File: config.mk
export PLATFORM = sky130hd
export DESIGN_NAME = usbg_top
export DESIGN_NICKNAME = d
export VERILOG_FILES = /design/src/logic/usbg_pkg.sv /design/src/logic/usbg_buf.sv /design/src/logic/usbg_top.sv
export SDC_FILE = /design/constraint.sdc
export NUM_CORES = 1
export LEC_CHECK = 0
export BUFFER_PORTS_ARGS = -buffer_cell sky130_fd_sc_hd__buf_2
export CAP_MARGIN = 20
export CORE_MARGIN = 2
export CORE_UTILIZATION = 50
export CTS_BUF_LIST = sky130_fd_sc_hd__clkbuf_16
export DETAILED_ROUTE_END_ITERATION = 7
export PLACE_DENSITY = 0.72
export SLEW_MARGIN = 20
export SYNTH_ARGS = -nofsm -noshare
export SYNTH_HDL_FRONTEND = slang
export SYNTH_HIERARCHICAL = 1
export SYNTH_SLANG_ARGS = --single-unit
File: constraint.sdc
create_clock -name core_clk -period 9.2 [get_ports core_clk]
set_clock_uncertainty 0.05 [all_clocks]
set_input_delay 0.92 -clock core_clk [delete_from_list [all_inputs] [get_ports core_clk]]
set_output_delay 0.92 -clock core_clk [all_outputs]
set_load 0.05 [all_outputs]
File: src/logic/usbg_pkg.sv
// shared constants and carrier types for the serial port baud and control block
package usbg_pkg;
  localparam int USBG_CD_W = 16;
  localparam int USBG_FP_W = 3;
  localparam int USBG_CHAR_W = 9;
  localparam int USBG_PREDIV_DEF = 8;
  localparam int USBG_BUF_DEPTH = 2;
  localparam logic [USBG_CD_W-1:0] USBG_CD_STOP = 16'h0000;
  localparam logic [USBG_CD_W-1:0] USBG_CD_BYPASS = 16'h0001;
  localparam logic [3:0] USBG_OVS8_LAST = 4'h7;
  localparam logic [3:0] USBG_OVS16_LAST = 4'hF;
  localparam logic [USBG_FP_W-1:0] USBG_FP_NONE = 3'h0;

  // divider input choice
  typedef enum logic [1:0] {
    USBG_SRC_INT = 2'h0,
    USBG_SRC_PREDIV = 2'h1,
    USBG_SRC_EXT = 2'h2
  } usbg_src_type;

  // pin role choice
  typedef enum logic [1:0] {
    USBG_ROLE_SERIAL = 2'h0,
    USBG_ROLE_SPI_MASTER = 2'h1,
    USBG_ROLE_SPI_SLAVE = 2'h2
  } usbg_role_type;

  // configuration settings, held by software
  typedef struct packed {
    logic [USBG_CD_W-1:0] clock_divider;
    logic [USBG_FP_W-1:0] fractional_part;
    usbg_src_type clock_source_select;
    logic sync_mode;
    logic over_select;
    usbg_role_type spi_role;
  } usbg_cfg_type;

  // one-cycle command strobes
  typedef struct packed {
    logic receiver_enable_cmd;
    logic receiver_disable_cmd;
    logic receiver_reset_cmd;
    logic transmitter_enable_cmd;
    logic transmitter_disable_cmd;
    logic transmitter_reset_cmd;
  } usbg_cmd_type;
endpackage

File: src/logic/usbg_buf.sv
// two-entry character buffer acting as transmit holding storage
`timescale 1ns/1ns
module usbg_buf #(
  parameter int WIDTH = 9,
  parameter int DEPTH = 2
) (
  // clock and reset
  input wire logic core_clk,
  input wire logic reset,
  input wire logic flush,
  // fill side
  input wire logic in_valid,
  output logic in_ready,
  input wire logic [WIDTH-1:0] in_data,
  // drain side
  output logic out_valid,
  input wire logic out_ready,
  output logic [WIDTH-1:0] out_data
);
  localparam int PW = $clog2(DEPTH);
  logic [WIDTH-1:0] mem_q [DEPTH];
  logic [PW-1:0] wr_q, wr_d, rd_q, rd_d;
  logic [PW:0] cnt_q, cnt_d;
  logic push, pop;

  // pointer and count update
  always_comb begin
    push = in_valid && in_ready;
    pop = out_valid && out_ready;
    wr_d = wr_q;
    rd_d = rd_q;
    cnt_d = cnt_q;
    if (push) begin
      wr_d = (wr_q == PW'(DEPTH - 1)) ? '0 : wr_q + 1'b1;
    end
    if (pop) begin
      rd_d = (rd_q == PW'(DEPTH - 1)) ? '0 : rd_q + 1'b1;
    end
    if (push && !pop) begin
      cnt_d = cnt_q + 1'b1;
    end else if (pop && !push) begin
      cnt_d = cnt_q - 1'b1;
    end
    if (flush) begin
      wr_d = '0;
      rd_d = '0;
      cnt_d = '0;
    end
  end

  assign in_ready = (cnt_q != (PW+1)'(DEPTH)) && !flush;
  assign out_valid = (cnt_q != '0);
  assign out_data = mem_q[rd_q];

  // state registers
  always_ff @(posedge core_clk) begin
    if (reset) begin
      wr_q <= '0;
      rd_q <= '0;
      cnt_q <= '0;
    end else begin
      wr_q <= wr_d;
      rd_q <= rd_d;
      cnt_q <= cnt_d;
    end
  end

  // storage, written on accepted word
  always_ff @(posedge core_clk) begin
    if (push) begin
      mem_q[wr_q] <= in_data;
    end
  end
endmodule

File: src/logic/usbg_top.sv
// baud rate generation, enable/disable/reset control and pin roles
`timescale 1ns/1ns
module usbg_top
  import usbg_pkg::*;
#(
  parameter int PREDIV = USBG_PREDIV_DEF,
  parameter int CHAR_W = USBG_CHAR_W
) (
  // clock and reset
  input wire logic core_clk,
  input wire logic reset,
  // software settings and commands
  input wire usbg_cfg_type cfg,
  input wire usbg_cmd_type cmd,
  // status
  output logic rx_enabled,
  output logic tx_enabled,
  output logic rx_soft_reset,
  output logic tx_soft_reset,
  // timing outputs
  output logic sample_tick,
  output logic bit_tick,
  output logic baud_clk,
  // transmit characters from software
  input wire logic tx_data_valid,
  output logic tx_data_ready,
  input wire logic [CHAR_W-1:0] tx_data,
  // transmit characters toward the shifter
  output logic tx_char_valid,
  input wire logic tx_char_ready,
  output logic [CHAR_W-1:0] tx_char,
  input wire logic tx_shift_busy,
  input wire logic tx_serial,
  // receive framer side
  input wire logic rx_char_busy,
  output logic rx_serial,
  output logic slave_selected,
  // pins
  input wire logic ext_clk_pin,
  input wire logic rxd,
  output logic txd,
  input wire logic cts_low,
  output logic rts_low
);
  logic ext_q, ext_rise, src_tick;
  logic [$clog2(PREDIV)-1:0] pre_q, pre_d;
  logic [USBG_CD_W:0] div_q, div_d, limit;
  logic [USBG_FP_W-1:0] acc_q, acc_d;
  logic [USBG_FP_W:0] acc_sum;
  logic extra_q, extra_d, frac_on;
  logic [3:0] ovs_q, ovs_d, ovs_last;
  logic samp, btick, baud_d, baud_q;
  logic rx_en_q, rx_en_d, rx_pend_q, rx_pend_d;
  logic tx_en_q, tx_en_d, tx_pend_q, tx_pend_d;
  logic txd_d, txd_q, rts_d, rts_q, rxs_d, rxs_q;
  logic buf_in_valid, buf_in_ready, buf_out_valid, tx_idle;
  logic [CHAR_W-1:0] buf_out_data;
  logic [CHAR_W-1:0] tx_char_q;
  logic tx_char_valid_q;

  // source clock selection and pre-division
  always_comb begin
    ext_rise = ext_clk_pin && !ext_q;
    pre_d = (pre_q == ($clog2(PREDIV))'(PREDIV - 1)) ? '0 : pre_q + 1'b1;
    case (cfg.clock_source_select)
      USBG_SRC_INT: src_tick = 1'b1;
      USBG_SRC_PREDIV: src_tick = (pre_q == ($clog2(PREDIV))'(PREDIV - 1));
      USBG_SRC_EXT: src_tick = ext_rise;
      default: src_tick = 1'b0;
    endcase
  end

  // clock divider with optional eighth-step fraction
  always_comb begin
    frac_on = !cfg.sync_mode && (cfg.fractional_part != USBG_FP_NONE);
    limit = {1'b0, cfg.clock_divider} + {{USBG_CD_W{1'b0}}, extra_q && frac_on};
    acc_sum = {1'b0, acc_q} + {1'b0, cfg.fractional_part};
    div_d = div_q;
    acc_d = acc_q;
    extra_d = extra_q;
    samp = 1'b0;
    if (cfg.clock_divider == USBG_CD_STOP) begin
      div_d = '0;
    end else if (src_tick) begin
      if (div_q >= limit - 1'b1) begin // value one bypasses
        samp = 1'b1;
        div_d = '0;
        acc_d = acc_sum[USBG_FP_W-1:0];
        extra_d = acc_sum[USBG_FP_W];
      end else begin
        div_d = div_q + 1'b1;
      end
    end
  end

  // oversampling stage and bit tick
  always_comb begin
    ovs_last = cfg.over_select ? USBG_OVS8_LAST : USBG_OVS16_LAST;
    ovs_d = ovs_q;
    btick = 1'b0;
    if (cfg.sync_mode) begin
      ovs_d = '0;
      btick = (cfg.clock_source_select == USBG_SRC_EXT) ? ext_rise : samp;
    end else if (samp) begin
      btick = (ovs_q == ovs_last);
      ovs_d = (ovs_q >= ovs_last) ? 4'h0 : ovs_q + 1'b1; // drops a count left from x16
    end
    if (cfg.clock_divider == USBG_CD_BYPASS || cfg.clock_source_select != USBG_SRC_INT) begin
      baud_d = cfg.clock_source_select == USBG_SRC_EXT ? ext_clk_pin : samp;
    end else begin
      baud_d = (div_d < {2'b00, cfg.clock_divider[USBG_CD_W-1:1]}); // even split
    end
  end

  // generator registers
  always_ff @(posedge core_clk) begin
    if (reset) begin
      ext_q <= 1'b0;
      pre_q <= '0;
      div_q <= '0;
      acc_q <= '0;
      extra_q <= 1'b0;
      ovs_q <= '0;
      baud_q <= 1'b0;
    end else begin
      ext_q <= ext_clk_pin;
      pre_q <= pre_d;
      div_q <= div_d;
      acc_q <= acc_d;
      extra_q <= extra_d;
      ovs_q <= ovs_d;
      baud_q <= baud_d;
    end
  end

  assign sample_tick = samp;
  assign bit_tick = btick;
  assign baud_clk = baud_q;

  // receiver and transmitter enable control; reset beats disable, and disable beats enable only while already enabled
  always_comb begin
    tx_idle = !buf_out_valid && !tx_char_valid_q && !tx_shift_busy;
    rx_en_d = rx_en_q;
    rx_pend_d = rx_pend_q;
    if (cmd.receiver_reset_cmd) begin
      rx_en_d = 1'b0;
      rx_pend_d = 1'b0;
    end else if (cmd.receiver_disable_cmd && rx_en_q) begin
      rx_pend_d = 1'b1;
    end else if (cmd.receiver_enable_cmd) begin
      rx_en_d = 1'b1;
      rx_pend_d = 1'b0;
    end
    if (rx_pend_d && !rx_char_busy) begin
      rx_en_d = 1'b0;
      rx_pend_d = 1'b0;
    end
    tx_en_d = tx_en_q;
    tx_pend_d = tx_pend_q;
    if (cmd.transmitter_reset_cmd) begin
      tx_en_d = 1'b0;
      tx_pend_d = 1'b0;
    end else if (cmd.transmitter_disable_cmd && tx_en_q) begin
      tx_pend_d = 1'b1;
    end else if (cmd.transmitter_enable_cmd) begin
      tx_en_d = 1'b1;
      tx_pend_d = 1'b0;
    end
    if (tx_pend_d && tx_idle) begin
      tx_en_d = 1'b0;
      tx_pend_d = 1'b0;
    end
  end

  // control registers, cleared by reset, soft reset or a completed disable
  always_ff @(posedge core_clk) begin
    if (reset) begin
      rx_en_q <= 1'b0;
      rx_pend_q <= 1'b0;
      tx_en_q <= 1'b0;
      tx_pend_q <= 1'b0;
    end else begin
      rx_en_q <= rx_en_d;
      rx_pend_q <= rx_pend_d;
      tx_en_q <= tx_en_d;
      tx_pend_q <= tx_pend_d;
    end
  end

  assign rx_enabled = rx_en_q;
  assign tx_enabled = tx_en_q;
  assign rx_soft_reset = cmd.receiver_reset_cmd;
  assign tx_soft_reset = cmd.transmitter_reset_cmd;

  // holding storage; refuses new words while off or draining
  assign buf_in_valid = tx_data_valid && tx_en_q && !tx_pend_q;
  assign tx_data_ready = buf_in_ready && tx_en_q && !tx_pend_q;

  usbg_buf #(
    .WIDTH(CHAR_W),
    .DEPTH(USBG_BUF_DEPTH)
  ) u_hold (
    .core_clk(core_clk),
    .reset(reset),
    .flush(cmd.transmitter_reset_cmd),
    .in_valid(buf_in_valid),
    .in_ready(buf_in_ready),
    .in_data(tx_data),
    .out_valid(buf_out_valid),
    .out_ready(!tx_char_valid_q || tx_char_ready),
    .out_data(buf_out_data)
  );

  // registered character toward the shifter
  always_ff @(posedge core_clk) begin
    if (reset || cmd.transmitter_reset_cmd) begin
      tx_char_valid_q <= 1'b0;
      tx_char_q <= '0;
    end else if (!tx_char_valid_q || tx_char_ready) begin
      tx_char_valid_q <= buf_out_valid;
      tx_char_q <= buf_out_data;
    end
  end

  assign tx_char_valid = tx_char_valid_q;
  assign tx_char = tx_char_q;

  // pin roles per mode
  always_comb begin
    slave_selected = (cfg.spi_role == USBG_ROLE_SPI_SLAVE) && !cts_low;
    rxs_d = rxd; // rxd is master-in or master-out
    txd_d = tx_serial;
    case (cfg.spi_role)
      USBG_ROLE_SPI_MASTER: rts_d = !tx_en_q;
      USBG_ROLE_SPI_SLAVE: begin
        rts_d = 1'b1;
        txd_d = slave_selected ? tx_serial : 1'b1;
      end
      default: rts_d = !rx_en_q;
    endcase
  end

  // pin registers
  always_ff @(posedge core_clk) begin
    if (reset) begin
      txd_q <= 1'b1;
      rts_q <= 1'b1;
      rxs_q <= 1'b1;
    end else begin
      txd_q <= txd_d;
      rts_q <= rts_d;
      rxs_q <= rxs_d;
    end
  end

  assign txd = txd_q;
  assign rts_low = rts_q;
  assign rx_serial = rxs_q;

  // checks
  property p_cd_stop;
    @(posedge core_clk) disable iff (reset)
    cfg.clock_divider == USBG_CD_STOP |-> !sample_tick;
  endproperty
  a_cd_stop: assert property (p_cd_stop) else $error("divider zero yet ticking");
  property p_cd_bypass;
    @(posedge core_clk) disable iff (reset)
    cfg.clock_divider == USBG_CD_BYPASS && !frac_on && src_tick |-> sample_tick;
  endproperty
  a_cd_bypass: assert property (p_cd_bypass) else $error("bypass missed tick");
  property p_sync_bit;
    @(posedge core_clk) disable iff (reset)
    cfg.sync_mode && cfg.clock_source_select != USBG_SRC_EXT |-> bit_tick == sample_tick;
  endproperty
  a_sync_bit: assert property (p_sync_bit) else $error("sync bit tick wrong");
  property p_ovs;
    @(posedge core_clk) disable iff (reset)
    !cfg.sync_mode && bit_tick |-> ovs_q == (cfg.over_select ? USBG_OVS8_LAST : USBG_OVS16_LAST);
  endproperty
  a_ovs: assert property (p_ovs) else $error("oversampling count wrong");
  property p_rx_rst;
    @(posedge core_clk) disable iff (reset)
    cmd.receiver_reset_cmd |=> !rx_enabled;
  endproperty
  a_rx_rst: assert property (p_rx_rst) else $error("receiver not halted");
  property p_tx_en;
    @(posedge core_clk) disable iff (reset)
    cmd.transmitter_enable_cmd && !cmd.transmitter_reset_cmd && !cmd.transmitter_disable_cmd
      |=> tx_enabled;
  endproperty
  a_tx_en: assert property (p_tx_en) else $error("transmitter not enabled");
  property p_rx_wait;
    @(posedge core_clk) disable iff (reset)
    rx_enabled && rx_char_busy && cmd.receiver_disable_cmd && !cmd.receiver_reset_cmd
      |=> rx_enabled;
  endproperty
  a_rx_wait: assert property (p_rx_wait) else $error("receiver cut mid character");
  property p_tx_wait;
    @(posedge core_clk) disable iff (reset)
    tx_enabled && !tx_idle && !cmd.transmitter_reset_cmd |=> tx_enabled;
  endproperty
  a_tx_wait: assert property (p_tx_wait) else $error("transmitter cut while busy");
  property p_no_cmd;
    @(posedge core_clk) disable iff (reset)
    cmd == '0 && !rx_pend_q |=> $stable(rx_enabled);
  endproperty
  a_no_cmd: assert property (p_no_cmd) else $error("receiver changed with no command");
  property p_cs;
    @(posedge core_clk) disable iff (reset)
    cfg.spi_role == USBG_ROLE_SPI_MASTER |=> rts_low == !$past(tx_en_q);
  endproperty
  a_cs: assert property (p_cs) else $error("chip select wrong");
  property p_slave_tx;
    @(posedge core_clk) disable iff (reset)
    cfg.spi_role == USBG_ROLE_SPI_SLAVE && cts_low |=> txd;
  endproperty
  a_slave_tx: assert property (p_slave_tx) else $error("unselected slave drove data");
endmodule

==> flow_summary.yaml, run 1 <==
logic_synthesis:
  syn_avg_cell_area_um2: 9.16
  synth_nets: 549
  synth_top_cell_by_area: "dfxtp_1"
  synth_edf_count: 18
  synthTopCellsByArea: "dfxtp_1 (25%), ha_1 (13%), edfxtp_1 (13%)"
  ys_seq_area_share_pct: 38.0
  synth_common_cells: "dfxtp_1 (52), nor2_1 (52), ha_1 (44), nand2_1 (37), inv_1 (32)"
  yosysUniqueCellTypes: 61
  synth_warnings: 6
  syn-cell-area_um2: 4160
  ys.flop_type: "dfxtp_1"
  ys_async_sr_fraction_pct: 0
  synth-seq-cells: 70
  yosysTopAreaCellShare_pct: 25.0
  syn_inst: 454
floorplanning:
  dieArea_um2: 9060
  fp-row-count: 33
  start_util_pct: 51.1
  pin_count: 72
  fp.dieW_um: 95.2
  core_um2: 8130
  die_h_um: 95.2
timing:
  fin_crit_ns: 5.65
  period_share_pct: 61.5
  hold_violations: 0
  finalSetupViolations: 0
  tns_ns: 0
  drv_slew: 0
  rsz0062_at_grt: "no"
  slew_headroom_pct: 46.6
  worst_slew_pin_slew_ns: 0.794
  fmax_mhz: 177
routing:
  wirelength_mm: 8.95
  via_per_inst: 5.45
  drtIter0Drc: 111
  vias: 3464
  ant_nets: 0
  drc_errors: 0
  wire_per_inst_um: 14.1
  first_pass_iters: 4
power:
  ir_drop_mv: 0.0954
  p_per_area_nw_per_um2: 167
  p_leak_nw: 2.20
global_routing:
  grt_max_degree: 19
  track_usage_pct: 20.7
  grt_first_pass_wirelength_mm: 14.7
  grt_pass1_vias: 3314
  grt-ovfl-total: 0
  antenna_found_initial: 0
placement:
  io_buffers: 71
  placed_area_um2: 4570
  dp_hpwl_mm: 6.85
  place.gp.congestion: 0.985
hold_path:
  whs_path_depth: 1
  hp-class: "reg2reg"
clocking:
  cts_buffer_depth: 2
  postCtsHoldBufs: 0
  cts.sink_count: 70
  numCtsBuffers: 9
  htree_levels: 3
  clkTransAtPathRegs_ns: 0.05
  root_buffer: "clkbuf_16"
  post_cts_buffers: 0
  clkLatencyLatePin_ns: 0.32
  cts_tree: "done"
  cts_resized: 0
setup_path:
  worstPathArrival_ns: 4.68
  critical_path_class: "in2out"
  critPathMaxFanout: 12
  cp_data_required_time_ns: 8.23
  path_cells: "buf_2 -> nor4_1 -> nand3_1 -> nor3_1 -> nand2_1 -> nor3_1 -> xnor2_1 -> ha_1 -> a21oi_1 -> nand2_1 -> a221oi_1 -> a21boi_2 -> or2_4 -> mux2i_1 -> a21o_1 -> buf_2"
  crit_slowest_cell: "nor4_1"
  startpoint_type: "input pin"
  cpPeakStageDelay_ns: 0.70
  r2r_cells: 22
  end_kind: "primary output"
finish:
  stdcell_area_um2: 4930
  area_growth_pct: 18.6
  n_fill_cell: 728
  num_antenna_cells: 0
  nets: 621
  layout-drive-gt1-share_pct: 21.7
run_status:
  outcome: "finished clean"
job:
  max-cap-violations: 0
==> stage by stage <==
step | std cells | utilization [%] | hold WS [ns] | total power, mW | worst slack, ns
3_3_place_gp | 620 | 56.2 | 0.367 | 0.412 | 3.60
3_5_place_dp | 620 | 56.2 | 0.374 | 0.414 | 3.49
4_1_cts | 636 | 60.7 | 0.387 | 0.834 | 3.57
5_1_grt | 636 | 60.7 | 0.414 | 0.855 | 3.22
6_report | 636 | 60.7 | 0.389 | 0.824 | 3.55
2_1_floorplan | 454 | - | 0.354 | 0.387 | 4.22
==> state kept, by name, summed over array words and instances, names as in the netlist, 2 cells and up, named ones only <==
signal / flops
acc_q: 3
div_q: 17
ovs_q: 4
pre_q: 3
tx_char: 9
u_hold/cnt_q: 2
u_hold/mem_q: 18
==> area by class of cell <==
cell class | instances | area, um^2 | share of cell area (%)
clock inverter | 7 | 138 | 2.79
multi-input combinational | 339 | 2360 | 47.9
clock buffer | 9 | 225 | 4.57
inverter | 34 | 133 | 2.69
timing repair buffer | 72 | 363 | 7.35
sequential | 70 | 1580 | 32.1
tap | 105 | 131 | 2.66
==> cells by family (layout without fill, tap and decap cells) <==
kind of cell / after synthesis / count (layout) / share of synthesized area [%]
adder cells (fa/ha/maj): 45 / 45 / 13.7
XOR/XNOR: 34 / 34 / 7.16
multiplexers: 11 / 11 / 2.92
buffers and inverters: 45 / 122 / 5.17
flip-flops: 70 / 70 / 38.0
AO/OA/AOI/OAI: 66 / 66 / 10.3
AND/OR/NAND/NOR: 183 / 183 / 22.7
==> path summary, 6_finish.rpt <==
path,start,slack [ns],endpoint
hold reg to reg,pre_q[0],0.39,pre_q[0]
setup / recovery,cfg[12],3.55,bit_tick
hold / removal,pre_q[0],0.39,pre_q[0]
setup reg to reg,extra_q,4.59,baud_clk
==> routing by layer <==
metal	track usage, %	up-vias	part of all wire, %
met3	4.43	20	4.0
met4	8.94	0	2.4
li1	-	1746	-
met2	36.6	75	50
met5	0	-	0
met1	23.9	1623	44
==> layout by cell type (no fill, tap or decap), types with 5 or more instances in the layout <==
cell / count
edfxtp_1: 18
nor3b_1: 5
ha_1: 44
nor2_1: 52
nand4_1: 6
buf_2: 71
nor4_1: 7
a21oi_1: 27
dfxtp_1: 52
nand2_1: 37
inv_1: 33
mux2_2: 9
xor2_1: 14
clkbuf_16: 9
nor3_1: 13
and4_1: 8
o21ai_0: 10
nand3_1: 16
or2_2: 7
xnor2_1: 20
nor2b_1: 6
==> worst max-delay path, delay by kind of cell <==
kind	cells	cell delay [ns]
compound gates	4	1.00
xor+xnor	1	0.15
fa+ha+maj	1	0.28
buf+inv	2	0.32
mux	1	0.10
simple gates	7	1.91
==> power breakdown <==
part           total, mW  internal (mW)  leakage, nW  switching (mW)
Clock              0.416          0.291        0.181           0.125
Sequential         0.327          0.322        0.585         0.00449
Combinational     0.0812         0.0314         1.44          0.0498
No activity file was read; power rests on OpenSTA's default activity.
==> run 2: changes to the inputs <==
- PLACE_DENSITY: 0.72 -> 0.75
- clock period: 9.2 -> 5.04 ns (I/O delays scaled with it)
==> run 2 against run 1 <==
Combinational power is 85% higher. Cell area grew 0.23%. Worst hold slack got worse by 0.077 ns. Clock power increased by 66%. Worst setup slack lost 3.1 ns. Count of clock-buffer cells in the layout grew 1. Final cell count grew 0.47%. Largest cell class unchanged.
==> flow_summary.yaml, run 2 (synthesis results as in run 1) <==
finish:
  area_growth_pct: 18.9
  mostFrequentLayoutCells: "buf_2 (71), nor2_1 (52), dfxtp_1 (52)"
  num_antenna_cells: 0
  n_fill_cell: 721
  final_common_cell: "buf_2"
  largest_reg_flops: 18
  nets: 624
  layout-drive-gt1-share_pct: 22.5
  final_cells: 639
  stdcell_area_um2: 4940
  largest-register: "u_hold/mem_q"
clocking:
  numCtsBuffers: 9
  postCtsHoldBufs: 0
  cts_buffer_depth: 2
  cts.sink_count: 70
  cts_tree: "done"
  root_buffer: "clkbuf_16"
  clkTransAtPathRegs_ns: 0.06
  htree_levels: 3
  clkLatencyLatePin_ns: 0.32
  post_cts_buffers: 0
placement:
  dp.cells: 623
  pre_cts_slack_ns: -0.0171
  placed_area_um2: 4600
  dp_hpwl_mm: 6.92
  place.gp.congestion: 0.884
  io_buffers: 71
setup_path:
  path_cells: "buf_2 -> o311ai_1 -> ha_1 -> nand2_1 -> nor3_2 -> nand2_1 -> nor3_1 -> xnor2_1 -> ha_1 -> a21oi_1 -> nand2_1 -> a221oi_1 -> a21boi_2 -> buf_4 -> or2_4 -> mux2i_1 -> a21o_1 -> buf_2"
  cpPeakStageDelay_ns: 0.38
  crit_slowest_cell: "a221oi_1"
  r2r-start: "extra_q"
  startpoint_type: "input pin"
  crit_top_cell: "nand2_1"
  cp-startpoint: "cfg[7]"
  cp_top_family: "compound AO/OA/AOI/OAI gates"
  path_buf_inv: 3
  critical_path_class: "in2out"
  critPathMaxFanout: 12
  cp_data_required_time_ns: 4.49
  end_kind: "primary output"
  worstPathArrival_ns: 4.00
timing:
  fin_crit_ns: 4.55
  finalSetupViolations: 0
  period_share_pct: 90.3
  fmax_mhz: 220
  fin_ws_ns: 0.490
  hold_violations: 0
  slew_headroom_pct: 48.3
  rsz0062_at_grt: "no"
  drv_slew: 0
  worst_slew_pin_slew_ns: 0.773
global_routing:
  grt_max_degree: 19
  grt_pass1_vias: 3256
  track_usage_pct: 20.3
  antenna_found_initial: 0
  grt-ovfl-total: 0
  grt_first_pass_wirelength_mm: 14.3
floorplanning:
  start_util_pct: 51.1
  die_h_um: 95.2
  core_um2: 8130
  fp-row-count: 33
  dieArea_um2: 9060
  fp.dieW_um: 95.2
  pin_count: 72
routing:
  wirelength_mm: 8.96
  first_pass_iters: 5
  drc_errors: 0
  ant_nets: 0
  vias: 3437
  drtIter0Drc: 97
  wire_per_inst_um: 14.0
  via_per_inst: 5.38
power:
  p_int_mw: 1.11
  switching_share_pct: 22.9
  seqPwrFrac_pct: 41.6
  p_per_area_nw_per_um2: 291
  ir_drop_mv: 0.188
  pwr-share-comb_pct: 10.4
  p_leak_nw: 2.20
  p_sw_uw: 329
  p_clk_share_pct: 48.0
job:
  max-cap-violations: 0
hold_path:
  hp-class: "in2reg"
  min_from: "rxd"
run_status:
  outcome: "finished clean"
## run 2: per-layer routing
layer	share of wire, %	global-route usage, %	vias up
met5	0	0	-
met4	2.0	7.61	0
met3	3.5	3.24	13
met2	51	37.1	61
met1	43	23.5	1610
li1	-	-	1753
## run 2: cell type report
| type | instances | area [um^2] | share of cell area, % |
|---|---|---|---|
| Multi-Input combinational cell | 339 | 2380 | 48.2 |
| Inverter | 34 | 133 | 2.68 |
| Clock buffer | 10 | 250 | 5.06 |
| Tap cell | 105 | 131 | 2.66 |
| Sequential cell | 70 | 1580 | 32.0 |
| Timing Repair Buffer | 75 | 385 | 7.79 |
| Clock inverter | 6 | 81.3 | 1.64 |
## run 2: path summary, 6_finish.rpt
path	to	slack, ns	depth (start not counted)
worst min-delay path	rx_serial	0.31	2
worst min register to register	pre_q[0]	0.38	1
worst max register to register	baud_clk	0.77	22
worst max-delay path	bit_tick	0.49	18
## run 2: through the flow
stage	TNS (ns)	utilization [%]	power (mW)	hold slack [ns]
floorplan	0	-	0.706	0.354
global placement	0	56.5	0.753	0.365
detailed placement	-0.0171	56.5	0.757	0.374
CTS	0	60.6	1.45	0.305
global route	0	60.8	1.49	0.310
finish	0	60.8	1.44	0.312
## run 2: power by group through the flow
stage / Combinational [mW] / Clock [mW] / Sequential, mW
final: 0.150 / 0.690 / 0.597
after global routing: 0.167 / 0.721 / 0.598
after CTS: 0.150 / 0.701 / 0.597
after detailed placement: 0.148 / 0 / 0.609
after global placement: 0.145 / 0 / 0.608
after floorplan: 0.0796 / 0 / 0.626
## run 2: repair_timing
action,CTS,global route
gates resized for setup,0,2
setup endpoints to repair,0,2
endpoints found under the hold margin,0,0
==> run 3: changes to the inputs <==
- BUFFER_PORTS_ARGS: -buffer_cell sky130_fd_sc_hd__buf_2 -> not set
- DONT_BUFFER_PORTS: not set -> 1
- PLACE_DENSITY: 0.75 -> 0.68
==> run 3 against run 2 <==
Sequential share of layout area up 2.8 points. Critical endpoint unchanged. Maximum frequency down 1.7%. Register-to-register slack worse by 0.14 ns. Power down 9.0%. Global-route usage down 0.83 points. Wire length down 5.9%. Flip-flop and latch count unchanged. Critical path depth down 2. Count of clock-buffer cells in the layout down 1. Worst hold slack worse by 0.13 ns.
==> flow_summary.yaml, run 3 (synthesis results as in run 1) <==
run_status:
  outcome: "finished clean"
clocking:
  root_buffer: "clkbuf_16"
  cts.sink_count: 70
  postCtsHoldBufs: 0
  cts_resized: 0
  post_cts_buffers: 0
  cts_tree: "done"
  clkLatencyLatePin_ns: 0.33
  cts_buffer_depth: 2
  clkTransAtPathRegs_ns: 0.06
  numCtsBuffers: 9
  htree_levels: 3
routing:
  wirelength_mm: 8.43
  first_pass_iters: 4
  via_per_inst: 5.54
  vias: 3145
  wire_per_inst_um: 14.8
  drtIter0Drc: 125
  drc_errors: 0
  ant_nets: 0
timing:
  period_share_pct: 91.8
  rsz0062_at_grt: "no"
  fin_ws_ns: 0.412
  finalSetupViolations: 0
  drv_slew: 0
  slew_headroom_pct: 36.9
  tns_ns: 0
  hold_violations: 0
  fmax_mhz: 216
  fin_crit_ns: 4.63
  worst_slew_pin_slew_ns: 0.945
placement:
  pre_cts_slack_ns: 0.0340
  io_buffers: 0
  placed_area_um2: 4250
  place.gp.congestion: 0.837
  dp_hpwl_mm: 6.53
power:
  p_leak_nw: 1.89
  power_mw: 1.31
  ir_drop_mv: 0.140
  p_per_area_nw_per_um2: 288
floorplanning:
  fp-row-count: 33
  start_util_pct: 51.1
  core_um2: 8130
  dieArea_um2: 9060
  die_h_um: 95.2
  pin_count: 72
  fp.dieW_um: 95.2
setup_path:
  critical_path_class: "in2out"
  end_kind: "primary output"
  critPathMaxFanout: 12
  startpoint_type: "input pin"
  cp_data_required_time_ns: 4.49
  worstPathArrival_ns: 4.07
finish:
  multi_input_area_um2: 2380
  nets: 553
  seq_area_um2: 1580
  mostFrequentLayoutCells: "nor2_1 (52), dfxtp_1 (52), ha_1 (44)"
  layout-drive-gt1-share_pct: 10.2
  stdcell_area_um2: 4540
  largest_reg_flops: 18
  n_fill_cell: 705
  largest-register: "u_hold/mem_q"
  utilization_pct: 55.8
  area_growth_pct: 9.18
  num_antenna_cells: 0
global_routing:
  antenna_found_initial: 0
  grt_pass1_vias: 2953
  track_usage_pct: 19.4
  grt_first_pass_wirelength_mm: 13.5
  grt_max_degree: 19
  grt-ovfl-total: 0
job:
  max-cap-violations: 0
hold_path:
  hp-class: "in2reg"
==> run 3: where the power goes <==
| part | internal [mW] | switching (mW) | total (mW) |
|---|---|---|---|
| Combinational | 0.0407 | 0.0484 | 0.0890 |
| Sequential | 0.589 | 0.0284 | 0.617 |
| Clock | 0.376 | 0.225 | 0.601 |
| Total | 1.01 | 0.302 | 1.31 |
==> run 3: worst paths after layout <==
| check | startpoint | to | slack [ns] | depth (start not counted) |
|---|---|---|---|---|
| min reg2reg | pre_q[0] | pre_q[0] | 0.37 | 1 |
| min | reset | acc_q[1] | 0.19 | 1 |
| max reg2reg | extra_q | baud_clk | 0.63 | 22 |
| max | cfg[7] | bit_tick | 0.41 | 16 |
==> run 3: metal layers <==
layer  up-vias  GRT usage (%)  share of wire [%]
met4         0           7.00                1.5
met3        12           6.56                6.1
li1       1615              -                  -
met1      1458           23.2                 44
met2        60           32.5                 49
met5         -              0                  0
==> run 3: cell type report <==
class                      count  area share (%)
multi-input combinational    339            52.5
sequential                    70            34.8
clock buffer                   9            4.96
inverter                      34            2.92
tap                          105            2.89
clock inverter                 7            1.27
timing repair buffer           4           0.661
==> run 3: worst max-delay path: stages <==
cell,delay [ns]
o311ai_0,0.42
ha_1,0.26
nand2_1,0.11
nor3_1,0.29
nand2_1,0.18
nor3_1,0.20
xnor2_1,0.15
ha_1,0.29
a21oi_1,0.16
nand2_1,0.06
a221oi_1,0.38
a21boi_2,0.26
buf_4,0.14
or2_4,0.20
mux2i_1,0.10
a21o_1,0.35
==> run 3: through the flow <==
step	cells	hold slack, ns
floorplan	454	0.354
global placement	552	0.360
detailed placement	552	0.368
finish	568	0.185
CTS	568	0.173
global route	568	0.166
